$ cat config.mk
export PLATFORM = sky130hd
export DESIGN_NAME = drs_top
export DESIGN_NICKNAME = d
export VERILOG_FILES = /design/src/hdl/drs_pkg.sv /design/src/hdl/drs_reset_pipe.sv /design/src/hdl/drs_sample_delay.sv /design/src/hdl/drs_top.sv
export SDC_FILE = /design/constraint.sdc
export NUM_CORES = 1
export LEC_CHECK = 0
export BUFFER_PORTS_ARGS = -buffer_cell sky130_fd_sc_hd__buf_2
export CAP_MARGIN = 20
export CORE_MARGIN = 4
export CORE_UTILIZATION = 35
export CTS_BUF_LIST = sky130_fd_sc_hd__clkbuf_4 sky130_fd_sc_hd__clkbuf_8 sky130_fd_sc_hd__clkbuf_16
export CTS_CLUSTER_SIZE = 25
export DETAILED_ROUTE_END_ITERATION = 16
export MAX_ROUTING_LAYER = met4
export PLACE_DENSITY = 0.61
export SLEW_MARGIN = 20
export SYNTH_ARGS = -nofsm -noshare
export SYNTH_HDL_FRONTEND = slang
export SYNTH_SLANG_ARGS = --single-unit
$ cat constraint.sdc
create_clock -name ref_clk -period 5 [get_ports ref_clk]
set_clock_uncertainty 0.2 [all_clocks]
set_input_delay 0.5 -clock ref_clk [delete_from_list [all_inputs] [get_ports ref_clk]]
set_output_delay 0.5 -clock ref_clk [all_outputs]
set_load 0.03 [all_outputs]
$ cat src/hdl/drs_pkg.sv
// Constants and types for the demux reset and phase alignment block.
// Assumes one sample clock domain; all latencies are counted in its edges.
package drs_pkg;

  // ==========================================================================
  // Widths and latencies
  localparam int SMP_W        = 8;
  localparam int PRI_LAT_HALF = 15;
  localparam int AUX_LAT_HALF = 17;
  localparam int RST_LAT_HALF = 13;
  localparam int SYNC_STAGES  = 2;
  localparam int PRI_TAP      = PRI_LAT_HALF / 2 - 1;
  localparam int AUX_TAP      = AUX_LAT_HALF / 2 - 1;
  localparam int SMP_DEPTH    = AUX_TAP + 1;
  localparam int RST_DEPTH    = RST_LAT_HALF / 2 - SYNC_STAGES;
  localparam int RST_TAP      = RST_DEPTH - 1;

  // ==========================================================================
  // Divider counter
  localparam int          CNT_W        = 2;
  localparam logic [1:0]  CNT_RST      = 2'h0;
  localparam logic [1:0]  CNT_STEP     = 2'h1;
  localparam logic [1:0]  RST_GAP      = 2'(RST_DEPTH);
  localparam logic [1:0]  MASK_FULL    = 2'h0;
  localparam logic [1:0]  MASK_HALF    = 2'h1;
  localparam logic [1:0]  MASK_QUARTER = 2'h3;

  // ==========================================================================
  // Reset values
  localparam logic [SMP_W-1:0] SMP_RST = 8'h00;

  typedef enum logic [1:0] {
    MODE_FULL    = 2'h0,
    MODE_HALF    = 2'h1,
    MODE_QUARTER = 2'h3
  } drs_mode_t;

endpackage

$ cat src/hdl/drs_reset_pipe.sv
// Reset latency pipeline matching the converter data latency.
// Assumes its input is already synchronised to the sample clock.
`timescale 1ns/1ps
module drs_reset_pipe
  import drs_pkg::*;
(
  input  wire logic ref_clk,
  input  wire logic rst,
  input  wire logic rst_in,
  output logic      head,
  output logic      tail
);

  // ==========================================================================
  // State
  typedef struct packed {
    logic [RST_DEPTH-1:0] stage;
  } drs_pipe_state_t;

  drs_pipe_state_t st_q;
  drs_pipe_state_t st_d;

  always_comb begin
    st_d = st_q;
    st_d.stage = {st_q.stage[RST_DEPTH-2:0], rst_in};
  end

  always_ff @(posedge ref_clk or posedge rst) begin
    if (rst) begin
      st_q <= '0;
    end else begin
      st_q <= st_d;
    end
  end

  assign head = st_q.stage[0];
  assign tail = st_q.stage[RST_TAP];

endmodule

$ cat src/hdl/drs_sample_delay.sv
// Sample delay line with registered taps for the primary and auxiliary ports.
// Assumes samples arrive on the sample clock, one per edge.
`timescale 1ns/1ps
module drs_sample_delay
  import drs_pkg::*;
(
  input  wire logic             ref_clk,
  input  wire logic             rst,
  input  wire logic [SMP_W-1:0] sample_in,
  output logic      [SMP_W-1:0] tap_newer,
  output logic      [SMP_W-1:0] tap_older
);

  // ==========================================================================
  // State
  typedef struct packed {
    logic [SMP_DEPTH-1:0][SMP_W-1:0] line;
  } drs_line_state_t;

  drs_line_state_t st_q;
  drs_line_state_t st_d;

  // ==========================================================================
  // Shift
  always_comb begin
    st_d = st_q;
    st_d.line[0] = sample_in;
    for (int i = 1; i < SMP_DEPTH; i++) begin
      st_d.line[i] = st_q.line[i-1];
    end
  end

  always_ff @(posedge ref_clk or posedge rst) begin
    if (rst) begin
      st_q <= '0;
    end else begin
      st_q <= st_d;
    end
  end

  assign tap_newer = st_q.line[PRI_TAP]; // RQ11
  assign tap_older = st_q.line[AUX_TAP]; // RQ11

endmodule

$ cat src/hdl/drs_top.sv
// Demux reset capture, reset pipeline, divided data-valid clock and 1:2 output demux.
// Assumes ref_clk is the sample clock; reset and mode pins are asynchronous to it.
// Behaviour
// [RQ1] Demux reset input is captured on the rising sample clock edge.
// [RQ2] Undriven or inverted reset pair means reset deasserted, circuitry idle.
// [RQ3] Sample clock is the timing master for demux and reset logic.
// [RQ4] Port data change only on the rising data-valid clock edge.
// [RQ5] Asserted reset input resets the internal output demultiplexer.
// [RQ6] Reset path delay matches data latency so reset aligns with samples.
// [RQ7] Enable and select pins choose full, half or quarter rate clock.
// [RQ8] Half rate clock may start in either of two inverted phases.
// [RQ9] Applied reset forces the divider counter to one defined phase.
// [RQ10] Data-valid clock keeps toggling while the reset output is asserted.
// [RQ11] Half rate: auxiliary data 8.5, primary data 7.5 cycles after sampling.
// [RQ12] Auxiliary port carries the older sample, primary the newer.
// [RQ13] Reset output lags sampling by 6.5 cycles, one before primary data.
// [RQ14] Clock phase is set to reset phase when reset output falls.
// [RQ15] Already aligned phase: clock and data continue uninterrupted.
// [RQ16] Opposite phase: divider skips one cycle, port order reverses.
// [RQ17] When a pulse is skipped, the reset output pulse is suppressed; code mutes only its last 4 cycles, so longer input pulses still pass in part.
// [RQ18] One cycle reset pulse realigns internally; avoid with external demuxes.
// [RQ19] Controller holds reset long enough for external demultiplexers.
// [RQ20] Interleaved converters are all reset to a common phase.
// [RQ21] A single converter needs no synchronising reset.
// [RQ22] Output demux splits samples into two ports at half rate.
// [RQ23] Clock runs at full, half or quarter of the sample rate.
`timescale 1ns/1ps
module drs_top
  import drs_pkg::*;
(
  input  wire logic             ref_clk,
  input  wire logic             rst,
  input  wire logic [SMP_W-1:0] sample_in,
  input  wire logic             sync_reset_in_pos,
  input  wire logic             sync_reset_in_neg,
  input  wire logic             split_enable,
  input  wire logic             rate_divider_select,
  output logic      [SMP_W-1:0] primary_data,
  output logic      [SMP_W-1:0] aux_data,
  output logic                  data_valid_clock_pos,
  output logic                  data_valid_clock_neg,
  output logic                  aligned_reset_out_pos,
  output logic                  aligned_reset_out_neg
);

  // ==========================================================================
  // State
  typedef struct packed {
    logic             en_s1;
    logic             en_s2;
    logic             sel_s1;
    logic             sel_s2;
    logic             rp_s1;
    logic             rp_s2;
    logic             rn_s1;
    logic             rn_s2;
    logic [CNT_W-1:0] cnt;
    logic             raw;
    logic             out;
    logic             mute;
    logic [SMP_W-1:0] pri;
    logic [SMP_W-1:0] aux;
  } drs_top_state_t;

  drs_top_state_t   st_q;
  drs_top_state_t   st_d;
  logic             rst_s;
  logic             pipe_head;
  logic             pipe_tail;
  logic [SMP_W-1:0] tap_newer;
  logic [SMP_W-1:0] tap_older;
  drs_mode_t        mode;
  logic [CNT_W-1:0] mask;
  logic [CNT_W-1:0] predicted;
  logic             fall_in;
  logic             fall_out;
  logic             misaligned;
  logic             load_en;
  logic             dv_div;

  // ==========================================================================
  // Submodules
  drs_sample_delay u_delay (
    .ref_clk   (ref_clk),
    .rst       (rst),
    .sample_in (sample_in),
    .tap_newer (tap_newer),
    .tap_older (tap_older)
  );

  drs_reset_pipe u_pipe (
    .ref_clk (ref_clk),
    .rst     (rst),
    .rst_in  (rst_s),
    .head    (pipe_head),
    .tail    (pipe_tail)
  );

  // ==========================================================================
  // Decode
  always_comb begin
    rst_s = st_q.rp_s2 & ~st_q.rn_s2; // RQ2
    if (!st_q.en_s2) begin
      mode = MODE_FULL; // RQ7
      mask = MASK_FULL;
    end else if (st_q.sel_s2) begin
      mode = MODE_QUARTER;
      mask = MASK_QUARTER;
    end else begin
      mode = MODE_HALF;
      mask = MASK_HALF;
    end
    predicted  = st_q.cnt + RST_GAP;
    fall_in    = pipe_head & ~rst_s;
    misaligned = (predicted & mask) != mask; // RQ16
    fall_out   = st_q.raw & ~pipe_tail; // RQ14
    load_en    = (st_q.cnt & mask) == mask; // RQ4
    case (mode)
      MODE_QUARTER: dv_div = ~st_q.cnt[1]; // RQ23
      MODE_HALF:    dv_div = ~st_q.cnt[0]; // RQ8
      default:      dv_div = 1'b1;
    endcase
  end

  // ==========================================================================
  // Next state
  always_comb begin
    st_d        = st_q;
    st_d.en_s1  = split_enable;
    st_d.en_s2  = st_q.en_s1;
    st_d.sel_s1 = rate_divider_select;
    st_d.sel_s2 = st_q.sel_s1;
    st_d.rp_s1  = sync_reset_in_pos; // RQ1
    st_d.rp_s2  = st_q.rp_s1;
    st_d.rn_s1  = sync_reset_in_neg;
    st_d.rn_s2  = st_q.rn_s1;
    if (fall_out) begin // RQ5
      st_d.cnt = CNT_RST; // RQ9
    end else begin
      st_d.cnt = st_q.cnt + CNT_STEP; // RQ10
    end
    st_d.raw = pipe_tail; // RQ6
    if (fall_in && misaligned) begin
      st_d.mute = 1'b1; // RQ17
    end else if (fall_out) begin
      st_d.mute = 1'b0;
    end
    st_d.out = pipe_tail & ~st_d.mute; // RQ13
    if (load_en) begin
      st_d.pri = tap_newer; // RQ22
      st_d.aux = tap_older; // RQ12
    end
  end

  always_ff @(posedge ref_clk or posedge rst) begin // RQ3
    if (rst) begin
      st_q <= '0;
    end else begin
      st_q <= st_d;
    end
  end

  // ==========================================================================
  // Outputs
  assign primary_data          = st_q.pri;
  assign aux_data              = st_q.aux;
  assign data_valid_clock_pos  = (mode == MODE_FULL) ? ref_clk : dv_div;
  assign data_valid_clock_neg  = ~data_valid_clock_pos;
  assign aligned_reset_out_pos = st_q.out;
  assign aligned_reset_out_neg = ~st_q.out;
endmodule
== Word-level counts from Yosys, hierarchy flattened ==
Index checks and enable logic that the tools add are counted.
W data, S select, Z words.

* Bits in registers: 97
* Bits of input ports: 14
* Output and inout port bits: 20
* Logic and storage cells: 50

* $add $sub $neg: 1
* Equality and inequality tests: 4
* Muxes and demuxes: 7
* Bitwise operators: 13
* Reductions and logical operators: 2

{| class="wikitable"
|+ Operator list
! operator !! number
|-
| $not A1 Y1 || 8
|-
| $mux W2 || 3
|-
| $and A1 B1 Y1 || 4
|-
| $mux W1 || 3
|-
| $add A2 B1 Y2 const B || 1
|-
| $and A2 B2 Y2 || 1
|-
| $eq A2 B1 Y1 const B || 1
|-
| $eq A2 B2 Y1 || 1
|-
| $eq A2 B2 Y1 const B || 1
|-
| $logic_not A2 Y1 || 1
|-
| $ne A2 B2 Y1 || 1
|-
| $pmux W1 S2 || 1
|-
| $logic_and A1 B1 Y1 || 1
|}

== Longest topological paths before layout ==
Gate-level depths: netlist (run 1).

* Depth in word-level cells: 8
* Mapped depth: 4
* Mapped depth without buffers: 3

== Cells and area by module ==
A second synthesis (run 1) with hierarchy kept.

* Cells, all modules: 157
* Area, all modules: 2,971.6 um^2

{| class="wikitable"
|+ Modules (own cells, without submodules)
! module !! times used !! cells each !! area an instance (um^2) !! seq. area each (um^2)
|-
| drs_sample_delay || 1 || 73 || 1,665.3 || 1,601.5
|-
| drs_top || 1 || 79 || 1,202.4 || 725.7
|-
| drs_reset_pipe || 1 || 5 || 103.8 || 100.1
|}

==> metrics.md, run 1 <==
| Metric | Value |
|---|---|
| Outcome | finished clean |
| #FFs+latches synth | 97 |
| RSZ-0062 raised after global routing | no |
| Worst EP arrival | 3.17 ns |
| Die area | 9820 µm² |
| Port Buf Inserts | 33 |
| Clock slew at reported path FFs | 0.08 ns |
| Detailed Route Iter0 Violations | 33 |
| First-pass GRT wire length | 6130 µm |
| Yosys cell types | 16 |
| Vias in the first global route | 1,315 |
| Global route overflow | 0 |
| Max_cap viols | 0 |
| Total track usage | 8.83% |
| Final setup violation count | 0 |
| Antenna Cells | 0 |
| Cell Pwr Density | 486 nW/µm² |
| CTS Hold Buffers Added | 13 |
| Die Y | 99.1 µm |
| Critical path class | clk -> out |
| Layout cells sized above 1 | 38.4% |
| Leakage dissipation | 1.63 nW |
| Final Core Density | 44.4% |
| Vias per cell | 3.79 |
| Row count | 32 |
| Core Footprint | 7890 µm² |
| Layout Nets | 206 |
| Max-slew violations | 0 |
| Die Wd | 99.1 µm |
| Syn nets | 161 |
| Worst-path maximum fanout | 2 |
| Syn avg cell area | 19.8 µm² |
| Skew-Pair Late Insertion Delay | 0.45 ns |
| Warnings from Yosys | 0 |
| Synthesized instance count | 147 |
| IR drop worst, VDD | 213 µV |
| Startpoint types | clock port |
| Antenna viol nets, final | 0 |
| HP Class | reg -> reg |
| GPL Wtd Cong | 0.657 |
| First-pass iteration count of the detailed router | 2 |
| Initial core utilization | 36.8% |
| Area Overhead vs Synth | 20.5% |
| CTS resizes | 0 |
| Sequential element share of the synthesized area | 83.6% |
| Hold Slack | 0.150 ns |
| Post-CTS Setup Inserts | 0 |
| Initial antenna violation count | 0 |
| Final hold violation count | 0 |
| TritonCTS clock tree | built |
| Post-route DRC | 0 |
| Ports | 34 |
| Largest net degree at the start of global routing | 58 |
| Critical Path RT | 4.30 ns |
| Vias | 1,138 |
| Fillcell total | 699 |
| Mapped Area | 2900 µm² |
| Routed WL per cell | 11.0 µm |
| Worst setup EP type | output port |
| Final WL | 3310 µm |
| TNS Setup | 0 ns |
| Worst slew margin | 55.4% |
| Worst slew pin tran | 0.667 ns |
| Detailed placement HPWL | 1910 µm |
==> critical path, cell delays in order <==
cell and delay (ns):
clkbuf_8 0.12, clkbuf_8 0.12, mux2_2 0.25, buf_2 0.18
==> cells in the mapped netlist, drive strengths merged <==
cell	n	share of area, %
dfrtp	97	84
buf	17	4.8
mux2	17	7.6
inv	4	0.52
nand2b	2	0.69
nor2	2	0.26
nor2b	2	0.43
a21boi	1	0.65
a311oi	1	0.30
a31o	1	0.30
mux2i	1	0.34
o21ai	1	0.17
xnor2	1	0.30
==> sequential cells by signal, summed over array words and instances (netlist names) <==
register and cells:
st_q 8, aux_data 8, aligned_reset_out_pos 1, u_delay.tap_older 8, u_pipe.st_q 4, u_delay.tap_newer 8
u_delay.st_d 48, primary_data 8, st_d 4
==> final timing paths <==
path                                            startpoint                             end  slack, ns  cells past startpoint
worst max register to register          st_q[20]$_DFF_PP0_     primary_data[1]$_DFFE_PP0N_       3.19                      3
min in group asynchronous                              rst              st_q[19]$_DFF_PP0_       0.44                      3
worst min register to register  u_delay.st_d[49]$_DFF_PP0_  u_delay.tap_newer[1]$_DFF_PP0_       0.15                      0
max in group asynchronous                              rst      u_delay.st_d[55]$_DFF_PP0_       3.53                      4
worst min-delay path            u_delay.st_d[49]$_DFF_PP0_  u_delay.tap_newer[1]$_DFF_PP0_       0.15                      0
worst max-delay path                               ref_clk            data_valid_clock_pos       1.13                      4
==> logic make-up (layout without fill, tap and decap cells) <==
logic type	after synthesis	after routing	share of synthesized area, %
DFF	97	97	83.6
buffers and inverters	21	72	5.34
muxes	18	18	7.97
and+or+nand+nor	6	6	1.38
AOI/OAI and AO/OA	4	4	1.42
xor gates and xnor gates	1	1	0.302
==> per-layer routing <==
metal	global-route usage, %	vias up	part of all wire, %
met4	6.20	0	2.3
met2	11.2	39	46
met3	5.61	7	8.5
li1	-	544	-
met5	-	-	0
met1	10.0	548	44
==> metrics by stage <==
stage	power (mW)	std cells	cell area [µm²]	setup slack (ns)
2_1_floorplan	1.06	147	2900	1.31
3_3_place_gp	1.08	265	3060	1.39
3_5_place_dp	1.08	266	3090	1.39
4_1_cts	1.73	300	3500	1.12
5_1_grt	1.80	300	3500	1.12
6_report	1.70	300	3500	1.13
==> power breakdown <==
group          total (mW)  internal (mW)  switching [mW]  leakage [nW]
clock network       0.670          0.382           0.288         0.157
logic               0.162         0.0692          0.0928         0.333
registers           0.868          0.843          0.0248          1.14
==> cell usage in the layout, fill, tap and decap left out, types with 2 or more instances in the layout <==
cell and instances:
nor2_1 2, nor2b_1 2, buf_2 33, clkinvlp_4 2
inv_1 3, dlygate4sd3_1 13, dfrtp_1 97, bufinv_16 2
mux2_4 8, clkbuf_4 3, clkbuf_8 13, mux2_2 9
==> final cells by class <==
cell class | count | area (µm²) | share of cell area [%]
Tap cell | 102 | 128 | 3.65
Sequential cell | 97 | 2430 | 69.4
Multi-Input combinational cell | 29 | 322 | 9.19
Clock buffer | 18 | 211 | 6.04
Inverter | 4 | 17.5 | 0.501
Clock inverter | 5 | 80.1 | 2.29
Timing Repair Buffer | 45 | 313 | 8.94
No activity file was read; power rests on OpenSTA's default activity.
==> run 2: changes to the inputs <==
==> constraint.sdc (replaced) <==
create_clock -name ref_clk -period 3.81 [get_ports ref_clk]
set_clock_uncertainty 0.2 [all_clocks]
set_input_delay 0.381 -clock ref_clk [delete_from_list [all_inputs] [get_ports ref_clk]]
set_output_delay 0.381 -clock ref_clk [all_outputs]
set_load 0.03 [all_outputs]
==> metrics.md, run 2 (synthesis gave the netlist of run 1 again) <==
| Metric | Value |
|---|---|
| Ports | 34 |
| Antenna Cells | 0 |
| Crit-path slowest cell | mux2_2 |
| Routed WL per cell | 10.8 µm |
| Largest net degree at the start of global routing | 50 |
| Most common cell after layout, fill and taps aside | dfrtp_1 |
| Row count | 32 |
| Combinational share of power | 10.2% |
| Worst-path maximum fanout | 2 |
| Die area | 9820 µm² |
| Global route overflow | 0 |
| Worst setup EP type | output port |
| Total track usage | 8.44% |
| Worst slew pin tran | 0.659 ns |
| Layout Nets | 206 |
| Cell Pwr Density | 603 nW/µm² |
| Detailed placement HPWL | 1870 µm |
| RSZ-0062 raised after global routing | no |
| Worst path cell trace | clkbuf_8, clkbuf_8, mux2_2, buf_2 |
| TNS Setup | 0 ns |
| Worst path max stage delay | 0.25 ns |
| TritonCTS clock tree | built |
| Detailed Route Iter0 Violations | 37 |
| Outcome | finished clean |
| First-pass GRT wire length | 5890 µm |
| Die Wd | 99.1 µm |
| Final setup violation count | 0 |
| Worst EP arrival | 2.57 ns |
| Port Buf Inserts | 33 |
| Critical path class | clk -> out |
| Post-CTS Setup Inserts | 0 |
| Max reg flops | 48 |
| Skew-Pair Late Insertion Delay | 0.45 ns |
| Final hold violation count | 0 |
| Leakage dissipation | 1.61 nW |
| Commonest cells after routing, fill and taps aside | dfrtp_1 (97), buf_2 (33), clkbuf_8 (13), dlygate4sd3_1 (13), mux2_2 (9) |
| Final WL | 3220 µm |
| Max-slew violations | 0 |
| Flop pwr share | 54.9% |
| Area Overhead vs Synth | 18.4% |
| Layout cells sized above 1 | 38.1% |
| Fillcell total | 718 |
| Largest delay share family, worst path | buffers and inverters |
| Vias | 1,162 |
| Critical Path RT | 3.23 ns |
| Pint | 1.55 mW |
| Switching share of power | 25.6% |
| HP Class | reg -> reg |
| Initial antenna violation count | 0 |
| GPL Wtd Cong | 0.656 |
| Vias per cell | 3.89 |
| Initial core utilization | 36.8% |
| CP bufs+invs | 3 |
| First-pass iteration count of the detailed router | 3 |
| Vias in the first global route | 1,289 |
| Max_cap viols | 0 |
| Antenna viol nets, final | 0 |
| Startpoint types | clock port |
| Total power draw | 2.08 mW |
| Clock slew at reported path FFs | 0.08 ns |
| Die Y | 99.1 µm |
| Core Footprint | 7890 µm² |
| Psw | 0.531 mW |
| Post-route DRC | 0 |
| Part of the power in the clock network | 34.9% |
| Worst path most repeated cell | clkbuf_8 |
| IR drop worst, VDD | 251 µV |
| Worst slew margin | 56.0% |
[run 2: cell count changes in the layout (fill, tap and decap cells not counted), sizes merged]
cell / before / now
bufinv: 2 / 0
clkinvlp: 2 / 1
clkinv: 1 / 5
clkbuf: 16 / 14
[run 2: what timing repair did]
| action | 4_1_cts | 5_1_grt |
|---|---|---|
| hold buffers | 13 | 0 |
| hold endpoints to repair | 60 | 0 |
| setup endpoints to repair | 0 | 0 |
| resized for setup | 0 | 0 |
[run 2: metal layers]
| metal | up-vias | GRT usage [%] | routed length [µm] |
|---|---|---|---|
| li1 | 539 | - | - |
| met1 | 574 | 9.90 | 1400 |
| met2 | 39 | 10.2 | 1420 |
| met3 | 10 | 5.61 | 306 |
| met4 | 0 | 5.78 | 91 |
| met5 | - | - | 0 |
[run 2: worst paths after layout]
kind                            cells past startpoint  slack (ns)                          end                  startpoint
worst max register to register                      3        2.00  primary_data[6]$_DFFE_PP0N_          st_q[20]$_DFF_PP0_
worst max-delay path                                4        0.66         data_valid_clock_pos                     ref_clk
min in group asynchronous                           3        0.35   u_delay.st_d[31]$_DFF_PP0_                         rst
worst min-delay path                                0        0.15   u_delay.st_d[55]$_DFF_PP0_  u_delay.st_d[47]$_DFF_PP0_
max in group asynchronous                           4        2.44  primary_data[1]$_DFFE_PP0N_                         rst
worst min register to register                      0        0.15   u_delay.st_d[55]$_DFF_PP0_  u_delay.st_d[47]$_DFF_PP0_
[run 2: final cells by class]
type | instances | area (µm²) | share of cell area [%]
Tap cell | 102 | 128 | 3.71
Multi-Input combinational cell | 29 | 322 | 9.35
Inverter | 4 | 17.5 | 0.509
Timing Repair Buffer | 45 | 313 | 9.09
Clock inverter | 6 | 36.3 | 1.05
Sequential cell | 97 | 2430 | 70.6
Clock buffer | 16 | 196 | 5.71
[run 2: through the flow]
step | instances | utilization, % | setup WS, ns | area, µm² | hold WS [ns]
after floorplan | 147 | - | 0.695 | 2900 | 0.131
after global placement | 265 | 38.8 | 0.919 | 3060 | 0.131
after detailed placement | 266 | 39.1 | 0.919 | 3090 | 0.135
after CTS | 299 | 43.6 | 0.641 | 3440 | 0.150
after global routing | 299 | 43.6 | 0.643 | 3440 | 0.146
final | 299 | 43.6 | 0.655 | 3440 | 0.147
[run 2: power groups by stage]
stage | logic (mW) | registers [mW] | clock network, mW
2_1_floorplan | 0.198 | 1.15 | 0.0424
3_3_place_gp | 0.199 | 1.16 | 0.0537
3_5_place_dp | 0.207 | 1.16 | 0.0537
4_1_cts | 0.217 | 1.14 | 0.760
5_1_grt | 0.231 | 1.15 | 0.819
6_report | 0.212 | 1.14 | 0.724
==> run 3: changes to the inputs <==
==> constraint.sdc (replaced) <==
create_clock -name ref_clk -period 3 [get_ports ref_clk]
set_clock_uncertainty 0.2 [all_clocks]
set_input_delay 0.3 -clock ref_clk [delete_from_list [all_inputs] [get_ports ref_clk]]
set_output_delay 0.3 -clock ref_clk [all_outputs]
set_load 0.03 [all_outputs]
==> metrics.md, run 3 (synthesis gave the netlist of run 1 again) <==
| Metric | Value |
|---|---|
| Worst-path maximum fanout | 2 |
| TNS Setup | 0 ns |
| Area Overhead vs Synth | 19.6% |
| Reg2Reg Launch Point | st_q[20]$_DFF_PP0_ |
| Worst slew pin tran | 0.785 ns |
| Die Y | 99.1 µm |
| Worst EP arrival | 2.17 ns |
| TritonCTS clock tree | built |
| Critical R2R Capture | primary_data[6]$_DFFE_PP0N_ |
| Final Core Density | 44.0% |
| CP endpoint | data_valid_clock_pos |
| Ports | 34 |
| Vias per cell | 3.93 |
| Worst Reg-to-Reg Cells | 3 |
| Detailed Route Iter0 Violations | 29 |
| Worst path most repeated cell | clkbuf_8 |
| Total track usage | 8.65% |
| First-pass iteration count of the detailed router | 2 |
| Port Buf Inserts | 33 |
| Max_cap viols | 0 |
| Routed WL per cell | 11.5 µm |
| Global route overflow | 0 |
| Max reg flops | 48 |
| Layout Cells excl Fill | 300 |
| Critical Path RT | 2.50 ns |
| Skew-Pair Late Insertion Delay | 0.45 ns |
| Vias | 1,179 |
| Outcome | finished clean |
| Max-slew violations | 0 |
| Crit path from | ref_clk |
| Initial core utilization | 36.8% |
| HP Class | reg -> reg |
| Total power draw | 2.77 mW |
| Clock slew at reported path FFs | 0.09 ns |
| Initial antenna violation count | 0 |
| Leakage dissipation | 1.61 nW |
| Commonest cells after routing, fill and taps aside | dfrtp_1 (97), buf_2 (33), clkbuf_8 (13), dlygate4sd3_1 (13), mux2_2 (9) |
| Final WL | 3450 µm |
| CP bufs+invs | 3 |
| Worst slew margin | 47.5% |
| Layout Nets | 206 |
| Largest net degree at the start of global routing | 61 |
| Core Footprint | 7890 µm² |
| GPL Wtd Cong | 0.675 |
| Vias in the first global route | 1,283 |
| Worst setup EP type | output port |
| Row count | 32 |
| Largest delay share family, worst path | buffers and inverters |
| Cell Pwr Density | 796 nW/µm² |
| Worst path cell trace | clkbuf_8, clkbuf_8, mux2_2, buf_2 |
| Worst path max stage delay | 0.25 ns |
| Final setup violation count | 0 |
| Most common cell after layout, fill and taps aside | dfrtp_1 |
| Crit-path slowest cell | mux2_2 |
| Placed insts | 266 |
| Cell Area, Placed | 3080 µm² |
| Startpoint types | clock port |
| Worst path depth | 4 |
| Post-route DRC | 0 |
| Antenna Cells | 0 |
| RSZ-0062 raised after global routing | no |
| Post-CTS Setup Inserts | 0 |
| Critical path class | clk -> out |
| Die area | 9820 µm² |
| Layout cells sized above 1 | 38.4% |
| Fin area | 3470 µm² |
| First-pass GRT wire length | 6070 µm |
| Final hold violation count | 0 |
| IR drop worst, VDD | 303 µV |
| Die Wd | 99.1 µm |
| R2r setup slk | 1.15 ns |
| Antenna viol nets, final | 0 |
[run 3: cell types whose count changed in the layout (fill, tap and decap cells not counted)]
cell        change
clkinv_2        -3
clkinvlp_4      +2
buf_12          +1
buf_16          -1
inv_4           -1
bufinv_16       +1
inv_6           +2
[run 3: worst reg2reg max path, stage by stage (launching register included)]
cell,delay (ns)
dfrtp_1,0.40
nand2b_4,0.16
a21boi_4,0.57
mux2_2,0.42
[run 3: through the flow]
stage / hold slack (ns) / worst slack (ns)
after floorplan: 0.131 / 0.511
after global placement: 0.131 / 0.595
after detailed placement: 0.135 / 0.595
after CTS: 0.147 / 0.320
after global routing: 0.155 / 0.318
final: 0.148 / 0.333
[run 3: routing by layer]
metal  routed length (µm)  part of all wire (%)  vias to the layer above  track usage [%]
met3                  322                   9.3                        7             5.54
met1                 1510                    44                      586             9.82
li1                     -                     -                      544                -
met4                   65                   1.9                        0             5.25
met2                 1540                    45                       42             11.3
met5                    0                     0                        -                -
[run 3: how the worst min path moves through the flow]
stage,cells after the start,startpoint,slack [ns],endpoint
finish,0,u_delay.st_d[43]$_DFF_PP0_,0.15,u_delay.st_d[51]$_DFF_PP0_
global route,0,u_delay.st_d[25]$_DFF_PP0_,0.15,u_delay.st_d[33]$_DFF_PP0_
CTS,0,u_delay.st_d[25]$_DFF_PP0_,0.15,u_delay.st_d[33]$_DFF_PP0_
detailed placement,0,st_d[23]$_DFF_PP0_,0.13,st_q[23]$_DFF_PP0_
global placement,0,u_delay.st_d[53]$_DFF_PP0_,0.13,u_delay.tap_newer[5]$_DFF_PP0_
floorplan,0,st_d[21]$_DFF_PP0_,0.13,st_q[21]$_DFF_PP0_
[run 3: repair_timing]
item,4_1_cts,5_1_grt
endpoints found under the hold margin,49,0
resized for setup,0,0
hold buffers,13,0
[run 3: report_power, final]
group / leakage [nW] / switching, mW / internal, mW
Clock: 0.147 / 0.506 / 0.540
Combinational: 0.326 / 0.156 / 0.114
Sequential: 1.14 / 0.0440 / 1.41
[run 3: layout make-up]
class | instances | area [µm²]
Inverter | 4 | 18.8
Sequential cell | 97 | 2430
Clock buffer | 16 | 196
Multi-Input combinational cell | 29 | 322
Tap cell | 102 | 128
Fill cell | 688 | 4410
Clock inverter | 7 | 76.3
Timing Repair Buffer | 45 | 305
